===== src/common/pchi_pkg.sv =====
`default_nettype none
package pchi_pkg;
    // Host address and data widths
    localparam int unsigned ADDR_W      = 9;
    localparam int unsigned DATA_W      = 16;
    // Attribute space: 512 byte locations, 256 of them even
    localparam int unsigned ATTR_LOCS   = 512;
    localparam int unsigned ATTR_WORDS  = ATTR_LOCS / 2;
    // I/O window: 4 words on address lines 2 and 1
    localparam int unsigned IO_WORDS    = 4;
    localparam logic [1:0]  IO_DATA     = 2'h0;
    localparam logic [1:0]  IO_ADDR_LO  = 2'h1;
    localparam logic [1:0]  IO_ADDR_HI  = 2'h2;
    localparam logic [1:0]  IO_STATUS   = 2'h3;
    // Configuration table copied from the serial memory
    localparam int unsigned CIS_BYTES   = 128;
    localparam logic [7:0]  CIS_LAST    = 8'h7f;
    // Shared memory address width in words
    localparam int unsigned RAM_AW      = 17;
    // Synchroniser depth for host strobes
    localparam int unsigned SYNC_STAGES = 2;

    typedef enum logic [3:0] {
        PCHI_BOOT = 4'h1,
        PCHI_IDLE = 4'h2,
        PCHI_MEM  = 4'h4,
        PCHI_DONE = 4'h8
    } pchi_state_t;
endpackage
`default_nettype wire


===== src/core/pchi_host_port.sv =====
`default_nettype none
////////////////////////////////////////////////////////////////////////////
// Overview of operation
// - Attribute space has 512 locations and answers only at even byte addresses.
// - The I/O window is 4 words decoded from address lines 2 and 1 only.
// - Attribute reads return one even byte on the low data lane.
// - I/O transfers are whole 16-bit words, no byte access.
// - While card reset is high all control logic goes to its default state; the attribute table store keeps its contents.
// - After reset release the table is copied from serial memory before reset completes.
// - Until reset completes and the card is configured the interrupt pin is held low as busy.
// - After reset completes and the card is configured the interrupt pin is a level interrupt while a cause pends.
// - Wait is inserted only for shared memory, never for internal registers.
// - The first 64 or 128 serial memory bytes are loaded without software.
// - Host strobes are asynchronous and are synchronised into the clock domain.
// - Shared memory is reached through the window only as whole words.
module pchi_host_port (
    // System
    input  wire logic                 clk,
    input  wire logic                 rst,
    // Host socket
    input  wire logic [8:0]           host_addr_in,
    input  wire logic [15:0]          host_data_bus_in,
    output logic      [15:0]          host_data_bus_out,
    output logic                      host_data_bus_oe,
    input  wire logic                 card_enable_low_byte_n,
    input  wire logic                 card_enable_high_byte_n,
    input  wire logic                 attribute_space_select_n,
    input  wire logic                 memory_read_strobe_n,
    input  wire logic                 memory_write_strobe_n,
    input  wire logic                 io_read_strobe_n,
    input  wire logic                 io_write_strobe_n,
    input  wire logic                 card_reset_in,
    output logic                      host_wait_out_n,
    output logic                      io_word_indication_n,
    output logic                      port_acknowledge_out_n,
    output logic                      host_irq_ready_out_n,
    // Table loader from the serial memory controller
    output logic                      cis_load_req,
    input  wire logic                 cis_load_valid,
    input  wire logic [7:0]           cis_load_data,
    input  wire logic                 cis_load_done,
    input  wire logic                 card_configured,
    // Shared memory arbiter
    output logic                      ram_req,
    output logic                      ram_we,
    output logic      [16:0]          ram_addr,
    output logic      [15:0]          ram_wdata,
    input  wire logic                 ram_ack,
    input  wire logic [15:0]          ram_rdata,
    // Internal interrupt cause
    input  wire logic                 irq_cause
);
    ////////////////////////////////////////////////////////////////////////
    // Host strobe synchronisers; first stage read only by the second
    logic [3:0] strb_raw;
    logic [3:0] sync1_q;
    logic [3:0] sync2_q;
    logic [3:0] strb_prev_q;
    assign strb_raw = {~memory_read_strobe_n, ~memory_write_strobe_n,
                       ~io_read_strobe_n, ~io_write_strobe_n};
    always_ff @(posedge clk) begin
        if (rst || card_reset_in) begin
            sync1_q     <= 4'h0;
            sync2_q     <= 4'h0;
            strb_prev_q <= 4'h0;
        end else begin
            sync1_q     <= strb_raw;
            sync2_q     <= sync1_q;
            strb_prev_q <= sync2_q;
        end
    end
    logic io_wr_rise;
    logic io_rd_rise;
    assign io_wr_rise = sync2_q[0] & ~strb_prev_q[0];
    assign io_rd_rise = sync2_q[1] & ~strb_prev_q[1];

    ////////////////////////////////////////////////////////////////////////
    // Decode
    logic ce_any;
    logic io_sel;
    logic attr_sel;
    assign ce_any   = ~card_enable_low_byte_n | ~card_enable_high_byte_n;
    // Byte-wide I/O is not decoded: both enables must be low
    assign io_sel   = ~card_enable_low_byte_n & ~card_enable_high_byte_n
                    & ~attribute_space_select_n;
    assign attr_sel = ~card_enable_low_byte_n & ~attribute_space_select_n
                    & ~host_addr_in[0];
    logic [1:0] io_idx;
    assign io_idx = host_addr_in[2:1];

    ////////////////////////////////////////////////////////////////////////
    // Attribute table store, filled from the serial memory
    logic [7:0] attr_mem [pchi_pkg::ATTR_WORDS];
    logic [7:0] load_idx_q;
    logic [7:0] load_idx_d;
    logic [7:0] attr_q;
    always_ff @(posedge clk) begin
        if (cis_load_valid && cis_load_req) begin
            attr_mem[load_idx_q] <= cis_load_data;
        end
        attr_q <= attr_mem[host_addr_in[8:1]];
    end

    ////////////////////////////////////////////////////////////////////////
    // Control state
    pchi_pkg::pchi_state_t state_q;
    pchi_pkg::pchi_state_t state_d;
    logic [16:0] ptr_q;
    logic [16:0] ptr_d;
    logic [15:0] rd_q;
    logic [15:0] rd_d;
    logic        mem_we_q;
    logic        mem_we_d;
    logic [15:0] wdat_q;
    logic [15:0] wdat_d;

    always_comb begin
        state_d    = state_q;
        ptr_d      = ptr_q;
        rd_d       = rd_q;
        mem_we_d   = mem_we_q;
        wdat_d     = wdat_q;
        load_idx_d = load_idx_q;
        unique case (state_q)
            pchi_pkg::PCHI_BOOT: begin
                if (cis_load_valid) begin
                    load_idx_d = load_idx_q + 8'h01;
                end
                if (cis_load_done ||
                    (cis_load_valid && load_idx_q == pchi_pkg::CIS_LAST)) begin
                    state_d = pchi_pkg::PCHI_IDLE;
                end
            end
            pchi_pkg::PCHI_IDLE: begin
                if (io_sel && (io_wr_rise || io_rd_rise)) begin
                    unique case (io_idx)
                        pchi_pkg::IO_DATA: begin
                            // Shared memory: word access through arbiter
                            mem_we_d = io_wr_rise;
                            wdat_d   = host_data_bus_in;
                            state_d  = pchi_pkg::PCHI_MEM;
                        end
                        pchi_pkg::IO_ADDR_LO: begin
                            if (io_wr_rise) begin
                                ptr_d[15:0] = host_data_bus_in;
                            end
                            rd_d = ptr_q[15:0];
                        end
                        pchi_pkg::IO_ADDR_HI: begin
                            if (io_wr_rise) begin
                                ptr_d[16] = host_data_bus_in[0];
                            end
                            rd_d = {15'h0000, ptr_q[16]};
                        end
                        pchi_pkg::IO_STATUS: begin
                            rd_d = {14'h0000, card_configured, irq_cause};
                        end
                    endcase
                end
            end
            pchi_pkg::PCHI_MEM: begin
                if (ram_ack) begin
                    if (!mem_we_q) begin
                        rd_d = ram_rdata;
                    end
                    ptr_d   = ptr_q + 17'h00001;
                    state_d = pchi_pkg::PCHI_DONE;
                end
            end
            pchi_pkg::PCHI_DONE: begin
                // Hold until host strobe drops so one strobe is one word
                if (!sync2_q[0] && !sync2_q[1]) begin
                    state_d = pchi_pkg::PCHI_IDLE;
                end
            end
        endcase
    end

    always_ff @(posedge clk) begin
        if (rst || card_reset_in) begin
            state_q    <= pchi_pkg::PCHI_BOOT;
            ptr_q      <= 17'h00000;
            rd_q       <= 16'h0000;
            mem_we_q   <= 1'b0;
            wdat_q     <= 16'h0000;
            load_idx_q <= 8'h00;
        end else begin
            state_q    <= state_d;
            ptr_q      <= ptr_d;
            rd_q       <= rd_d;
            mem_we_q   <= mem_we_d;
            wdat_q     <= wdat_d;
            load_idx_q <= load_idx_d;
        end
    end

    ////////////////////////////////////////////////////////////////////////
    // Outputs
    logic booting;
    assign booting      = (state_q == pchi_pkg::PCHI_BOOT);
    assign cis_load_req = booting;
    assign ram_req      = (state_q == pchi_pkg::PCHI_MEM);
    assign ram_we       = mem_we_q;
    assign ram_addr     = ptr_q;
    assign ram_wdata    = wdat_q;

    // Wait only for the data port; the strobe is still in the synchroniser
    // on the first edge, so wait is raised from the raw decode
    assign host_wait_out_n = ~(io_sel && io_idx == pchi_pkg::IO_DATA
                              && !io_read_strobe_n | !io_write_strobe_n
                              && state_q != pchi_pkg::PCHI_DONE
                              && !booting);
    assign io_word_indication_n   = ~io_sel;
    assign port_acknowledge_out_n = ~(io_sel && !io_read_strobe_n);
    // Busy low until loaded and configured, then level interrupt
    assign host_irq_ready_out_n = (booting || !card_configured) ? 1'b0
                                : ~irq_cause;
    assign host_data_bus_oe  = ce_any && ((io_sel && !io_read_strobe_n) ||
                               (attr_sel && !memory_read_strobe_n));
    assign host_data_bus_out = (io_sel && !io_read_strobe_n) ? rd_q
                             : {8'h00, attr_q};

    ////////////////////////////////////////////////////////////////////////
    // Checks
    AST_BUSY_LOW: assert property (@(posedge clk) disable iff (rst)
        booting |-> !host_irq_ready_out_n)
        else $error("ready not low while loading");
    AST_IRQ_LEVEL: assert property (@(posedge clk) disable iff (rst)
        (!booting && card_configured && irq_cause) |-> !host_irq_ready_out_n)
        else $error("interrupt not asserted");
    AST_NO_REG_WAIT: assert property (@(posedge clk) disable iff (rst)
        (io_sel && io_idx != pchi_pkg::IO_DATA) |-> host_wait_out_n)
        else $error("wait on register access");
    AST_WAIT_MEM: assert property (@(posedge clk) disable iff (rst)
        (ram_req && !ram_ack && io_sel && io_idx == pchi_pkg::IO_DATA
         && !io_read_strobe_n) |-> !host_wait_out_n)
        else $error("wait released before memory ack");
    AST_ACK_DECODE: assert property (@(posedge clk) disable iff (rst)
        !io_sel |-> (io_word_indication_n && port_acknowledge_out_n))
        else $error("window outputs driven undecoded");
    AST_RESET: assert property (@(posedge clk)
        card_reset_in |=> booting)
        else $error("card reset did not restart");
    AST_BOOT_END: assert property (@(posedge clk)
        disable iff (rst || card_reset_in)
        (booting && cis_load_done) |=> !booting)
        else $error("load completion ignored");
    AST_ATTR_ODD: assert property (@(posedge clk) disable iff (rst)
        host_addr_in[0] && !io_sel |-> !host_data_bus_oe)
        else $error("odd attribute address answered");
    // Two stages from the pin: a shallower chain would let metastability in
    AST_SYNC: assert property (@(posedge clk)
        disable iff (rst || card_reset_in)
        $rose(sync2_q[0]) |-> $past(strb_raw[0], 2))
        else $error("strobe skipped a stage");

    COV_LOAD: cover property (@(posedge clk) booting ##1 !booting);
    COV_MEM_RD: cover property (@(posedge clk) ram_req && ram_ack && !ram_we);
    COV_MEM_WR: cover property (@(posedge clk) ram_req && ram_ack && ram_we);
    COV_IRQ: cover property (@(posedge clk) !booting && !host_irq_ready_out_n);
endmodule
`default_nettype wire


===== config.mk =====
export PLATFORM = sky130hd
export DESIGN_NAME = pchi_host_port
export DESIGN_NICKNAME = d
export VERILOG_FILES = /design/src/common/pchi_pkg.sv /design/src/core/pchi_host_port.sv
export SDC_FILE = /design/constraint.sdc
export NUM_CORES = 2
export LEC_CHECK = 0
export ABC_AREA = 0
export BUFFER_PORTS_ARGS = -buffer_cell sky130_fd_sc_hd__buf_2
export CAP_MARGIN = 20
export CORE_MARGIN = 4
export CORE_UTILIZATION = 30
export CTS_BUF_LIST = sky130_fd_sc_hd__clkbuf_16
export DETAILED_ROUTE_END_ITERATION = 10
export PLACE_DENSITY_LB_ADDON = 0.3
export SETUP_SLACK_MARGIN = 0.02
export SLEW_MARGIN = 20
export SYNTH_ARGS = -nofsm -noshare
export SYNTH_HDL_FRONTEND = slang
export SYNTH_SLANG_ARGS = --single-unit
export TNS_END_PERCENT = 20

===== constraint.sdc =====
create_clock -name clk -period 3.4 [get_ports clk]
set_clock_uncertainty 0.2 [all_clocks]
set_input_delay 0.34 -clock clk [delete_from_list [all_inputs] [get_ports clk]]
set_output_delay 0.34 -clock clk [all_outputs]
set_load 0.01 [all_outputs]

# Word-level counts from Yosys, hierarchy flattened

Memories as Yosys holds them, arrays and structs flattened. A register that Yosys moved wholly into a read port is not among the register bits.
Cells that the tools add are included.

Output and inout port bits: 57
Memories kept: 1
Register bits after elaboration: 68
RAM bits: 2048
Word-level logic and storage cells: 105
Bits of input ports: 64

Memories:

| memory   | words | width | rd ports | clocked after Yosys merged registers in | write ports | RTL line             | RTL |
|---|---|---|---|---|---|---|---|
| attr_mem | 256   | 8     | 1        | 1                                       | 1           | pchi_host_port.sv:93 | `logic [7:0] attr_mem [pchi_pkg::ATTR_WORDS];` |

Equality and inequality tests: 19
Mux-type cells: 22
Reduce and logical (&&, ||, !) cells: 31
Bitwise logic cells: 20
Add/subtract/negate cells: 2

Operators with widths:

| kind                    | number |
|---|---|
| $mux W16                | 6 |
| $pmux W16 S3            | 1 |
| $mux W17                | 2 |
| $pmux W17 S2            | 1 |
| $pmux W16 S2            | 1 |
| $mux W4                 | 5 |
| $reduce_and A5 Y1       | 4 |
| $add A17 B1 Y17 const B | 1 |
| $pmux W4 S4             | 1 |
| $ne A2 B2 Y1 const B    | 6 |
| $not A1 Y1              | 12 |
| $logic_and A1 B1 Y1     | 11 |
| $add A8 B1 Y8 const B   | 1 |
| $eq A8 B7 Y1 const B    | 1 |
| $logic_not A1 Y1        | 7 |
| $and A1 B1 Y1           | 6 |
| $ne A2 B1 Y1 const B    | 3 |
| $logic_or A1 B1 Y1      | 5 |
| $mux W1                 | 5 |
| $eq A2 B2 Y1 const B    | 2 |
| $eq A4 B1 Y1 const B    | 1 |
| $eq A4 B2 Y1 const B    | 1 |
| $eq A4 B3 Y1 const B    | 1 |
| $eq A4 B4 Y1 const B    | 1 |
| other kinds (8)         | 9 |

# Longest topological paths before layout

Depth after elaboration: 8
Gate-level depth with buffers: 13
Depth with buffers taken out: 7

# Worst setup path before layout

No wires, ideal clock.

Path type: flip-flop to flip-flop
Start: reg state_q[3]
End: mem attr_mem[222][0] (enable)
Period minus slack after synthesis: 3.083 ns
Arrival time: 2.513 ns
Buffers on the path: 3
Data required time: 2.830 ns
Setup time: 0.370 ns
Setup slack: 0.317 ns
Stages on the path, launching flop included: 8
Cell sequence: dfxtp_1 -> nor4b_1 -> and2_1 -> clkbuf_1 -> clkbuf_1 -> nand3_1 -> clkbuf_1 -> nor2_1

Cells in the longest elaborated chain, start to end: 4

RTL lines:

| item                          | RTL line              | RTL |
|---|---|---|
| start, declared               | pchi_host_port.sv:106 | `pchi_pkg::pchi_state_t state_q;` |
| start signal, assigned        | pchi_host_port.sv:181 | `state_q <= pchi_pkg::PCHI_BOOT;` |
| start signal, assigned        | pchi_host_port.sv:188 | `state_q <= state_d;` |
| $eq A4 B1 Y1                  | pchi_host_port.sv:200 | `assign booting = (state_q == pchi_pkg::PCHI_BOOT);` |
| named net cis_load_req        | pchi_host_port.sv:38  | `output logic cis_load_req,` |
| $logic_and A1 B1 Y1           | pchi_host_port.sv:98  | `if (cis_load_valid && cis_load_req) begin` |
| $mux W1                       | pchi_host_port.sv:98  |  |
| $mux W1 (not written as such) | pchi_host_port.sv:99  | `attr_mem[load_idx_q] <= cis_load_data;` |
| end, declared                 | pchi_host_port.sv:93  |  |

The timed path passes the listed nets, and every way through them passes these cells.

==> impl_metrics.env <==
export IMPL_rsz0062_at_grt="false"
export IMPL_drtPass1Iterations=5
export IMPL_end_kind="flop"
export IMPL_first_iter_violations=4563
export IMPL_viasPerCell=5.07
export IMPL_slowest_stage="or4_1"
export IMPL_max_slew_margin_rel=0.273
export IMPL_grt_pass1_vias=44100
export IMPL_timing_final_ws_setup_ps=236
export IMPL_gr_total_overflow=0
export IMPL_cts_made_buffers=213
export IMPL_clockBufferDepth=3
export IMPL_drc_errors=0
export IMPL_clk_latency_ps=850
export IMPL_yosysWarnings=0
export IMPL_avgSynthCellArea_um2=20.5
export IMPL_synth_fp_nets=4108
export IMPL_ys_types=67
export IMPL_worstHoldPathType="input port to flop"
export IMPL_final_cells=8641
export IMPL_p_per_area_mw_per_mm2=543
export IMPL_clock_sinks=2124
export IMPL_worstPathRequired_ps=3920
export IMPL_netlist_area_mm2=0.0828
export IMPL_design_core_area_mm2=0.274
export IMPL_seqCellArea_mm2=0.0630
export IMPL_setup_tns_final_ps=0
export IMPL_die_w_um=533
export IMPL_path_clk_slew_ps=60
export IMPL_h_tree_depth=4
export IMPL_p_leak_nw=32.0
export IMPL_path_buf_inv=1
export IMPL_timing_fmax_mhz=316
export IMPL_synth_edf_count=2048
export IMPL_crit_chain="mux4_1 > a22o_1 > a221oi_1 > buf_4 > o22ai_1 > or4_1 > a211o_1"
export IMPL_post_route_util=0.363
export IMPL_final_max_slew_viol_count=0
export IMPL_status="complete, no violations"
export IMPL_vias=43800
export IMPL_die_y_um=533
export IMPL_io_pin_count=121
export IMPL_ir_drop_v=0.000371
export IMPL_stdcell_area_mm2=0.0995
export IMPL_antenna_found_initial=8
export IMPL_dieArea_mm2=0.284
export IMPL_critPathKind="flop to flop"
export IMPL_dp_hpwl_um=157000
export IMPL_cp_max_fo=1
export IMPL_drive_above_1_share=0.318
export IMPL_layout_nets=4847
export IMPL_crit_family="compound AO/OA/AOI/OAI gates"
export IMPL_dp_cells=8196
export IMPL_worstMarginPinSlew_ps=1090
export IMPL_min_period_ps=3160
export IMPL_grt_pass1_wl_um=336000
export IMPL_ys_async_sr_fraction=0
export IMPL_initial_core_util=0.302
export IMPL_worstSetupStartpointType="flop"
export IMPL_cts_root_buf="clkbuf_16"
export IMPL_placed_area_mm2=0.0923
export IMPL_grt_usage=0.163
export IMPL_io_buffers=119
export IMPL_finalCritPeriodShare=0.930
export IMPL_grt_max_degree=106
export IMPL_wl_per_cell_um=27.3
export IMPL_syn_inst=4039
export IMPL_ys_seq_elements=2124
export IMPL_gp_congestion=0.835
export IMPL_area_delta_synth_final_pct=20.2
export IMPL_crit_arrival_ps=3680
export IMPL_detail_route_antenna_nets=0
export IMPL_slowest_delay_ps=710
export IMPL_finalHoldViolations=0
export IMPL_cts_tree="built"
export IMPL_multi_input_area_mm2=0.0186
export IMPL_nFillCells=25200
export IMPL_seq_area_frac_synth=0.761
export IMPL_dominantRegCellSynth="edfxtp_1"
export IMPL_post_place_ws_ps=-339
export IMPL_finalSetupViolations=0
export IMPL_total_power_mw=54.1
export IMPL_rows=192
export IMPL_drt_total_wl_um=236000
export IMPL_hold_slack_ps=62.8
export IMPL_cap_violations=0
export IMPL_post_cts_buffers=0
[worst register-to-register path: cells and delay by family (launching register included)]
kind / cells / cell delay [ps]
buf+inv: 1 / 200
compound gates: 4 / 1000
simple gates: 1 / 710
flops: 1 / 360
mux: 1 / 540
[logic make-up (layout without fill, tap and decap cells)]
kind of cell	Yosys count	in the layout	share of synthesized area
muxes	617	617	0.156
AOI/OAI and AO/OA	376	376	0.0311
other	0	1	0
DFF	2124	2124	0.761
adders and majority gates	5	5	0.000756
buffers and inverters	261	1176	0.0162
xor gates and xnor gates	6	6	0.000635
and+or+nand+nor	650	650	0.0346
[where the power goes]
| group | switching, mW | total, mW | internal, mW |
|---|---|---|---|
| clock | 10.0 | 22.3 | 12.3 |
| sequential | 0.0442 | 28.7 | 28.7 |
| combinational | 1.82 | 3.01 | 1.19 |
[sequential cells by signal, indices dropped and copies added, names as in the netlist]
signal       cells
sync2_q          2
ram_addr        17
load_idx_q       8
state_q          4
ram_we           1
attr_q           8
ram_wdata       16
sync1_q          2
strb_prev_q      2
attr_mem      2048
rd_q            16
[what timing repair did]
action                    CTS  global route
hold buffers               53             0
hold endpoints to repair  455             0
resized for setup           0             0
[metal layers]
metal	part of all wire	wire [µm]	up-vias	GRT usage
li1	-	-	18300	-
met1	0.43	101000	23600	0.228
met2	0.49	115000	1645	0.268
met3	0.059	14000	297	0.0216
met4	0.024	5620	2	0.0419
met5	0.000055	13	-	0
[path summary, 6_finish.rpt]
path / from / to / slack (ps) / cells past startpoint
worst min-delay path: host_addr_in[8] / attr_q[6]$_DFF_P_ / 60 / 4
worst max-delay path: attr_mem[89][1]$_DFFE_PP_ / attr_q[1]$_DFF_P_ / 240 / 7
worst min register to register: sync1_q[0]$_SDFF_PP0_ / sync2_q[0]$_SDFF_PP0_ / 240 / 1
worst max register to register: attr_mem[89][1]$_DFFE_PP_ / attr_q[1]$_DFF_P_ / 240 / 7
[cells in the final DEF (no fill, tap or decap), types with 7 or more instances in the layout]
master,instances
a221oi_1,16
nand3_2,16
nand4_1,8
a22o_1,14
and3_1,26
nor3_1,15
nor2_1,329
buf_4,532
o2111ai_1,7
buf_12,71
a22oi_1,76
a21oi_1,85
buf_2,106
a31oi_1,16
bufinv_16,12
nand2b_1,8
o21ai_0,40
o32ai_1,7
dlygate4sd3_1,53
edfxtp_1,2048
a32oi_1,10
clkinvlp_4,11
o22ai_1,21
mux2i_1,65
clkbuf_8,8
and2_1,19
mux2_2,23
nand2_1,134
mux4_1,15
clkbuf_16,213
o31ai_1,8
clkinv_2,29
mux4_2,514
clkinv_1,60
dfxtp_1,76
nor2b_1,16
nand3_1,40
a211oi_1,36
inv_1,57
[layout make-up]
class,count,share of cell area
Antenna cell,1,0.0000251
Clock buffer,213,0.0535
Clock inverter,178,0.0135
Inverter,13,0.000515
Multi-Input combinational cell,1654,0.187
Sequential cell,2124,0.633
Tap cell,3686,0.0463
Timing Repair Buffer,772,0.0665
[synth_stat cells, drive strengths merged (5+ instances only)]
library cell     n  area [µm²]
edfxtp        2048       61500
mux4           529       12000
nor2           330        1240
buf            142         896
nand2          134         503
clkbuf         106         398
a21oi           86         430
a22oi           76         571
dfxtp           76        1520
mux2i           65         651
nand3           56         280
o21ai           41         205
a211oi          36         270
and3            26         163
mux2            23         259
o22ai           21         131
and2            20         125
nor2b           18         113
a221oi          16         140
a31oi           16         100
nor3            16        80.1
a22o            14         123
inv             12        45.0
a32oi           10        87.6
nand2b           8        50.1
nand4            8        50.1
o31ai            8        60.1
o2111ai          7        61.3
o32ai            7        61.3
o221ai           6        52.6
a311oi           5        43.8
ha               5        62.6
o211ai           5        37.5
or3              5        31.3
or4              5        37.5
(Power assumes the default switching activity.)
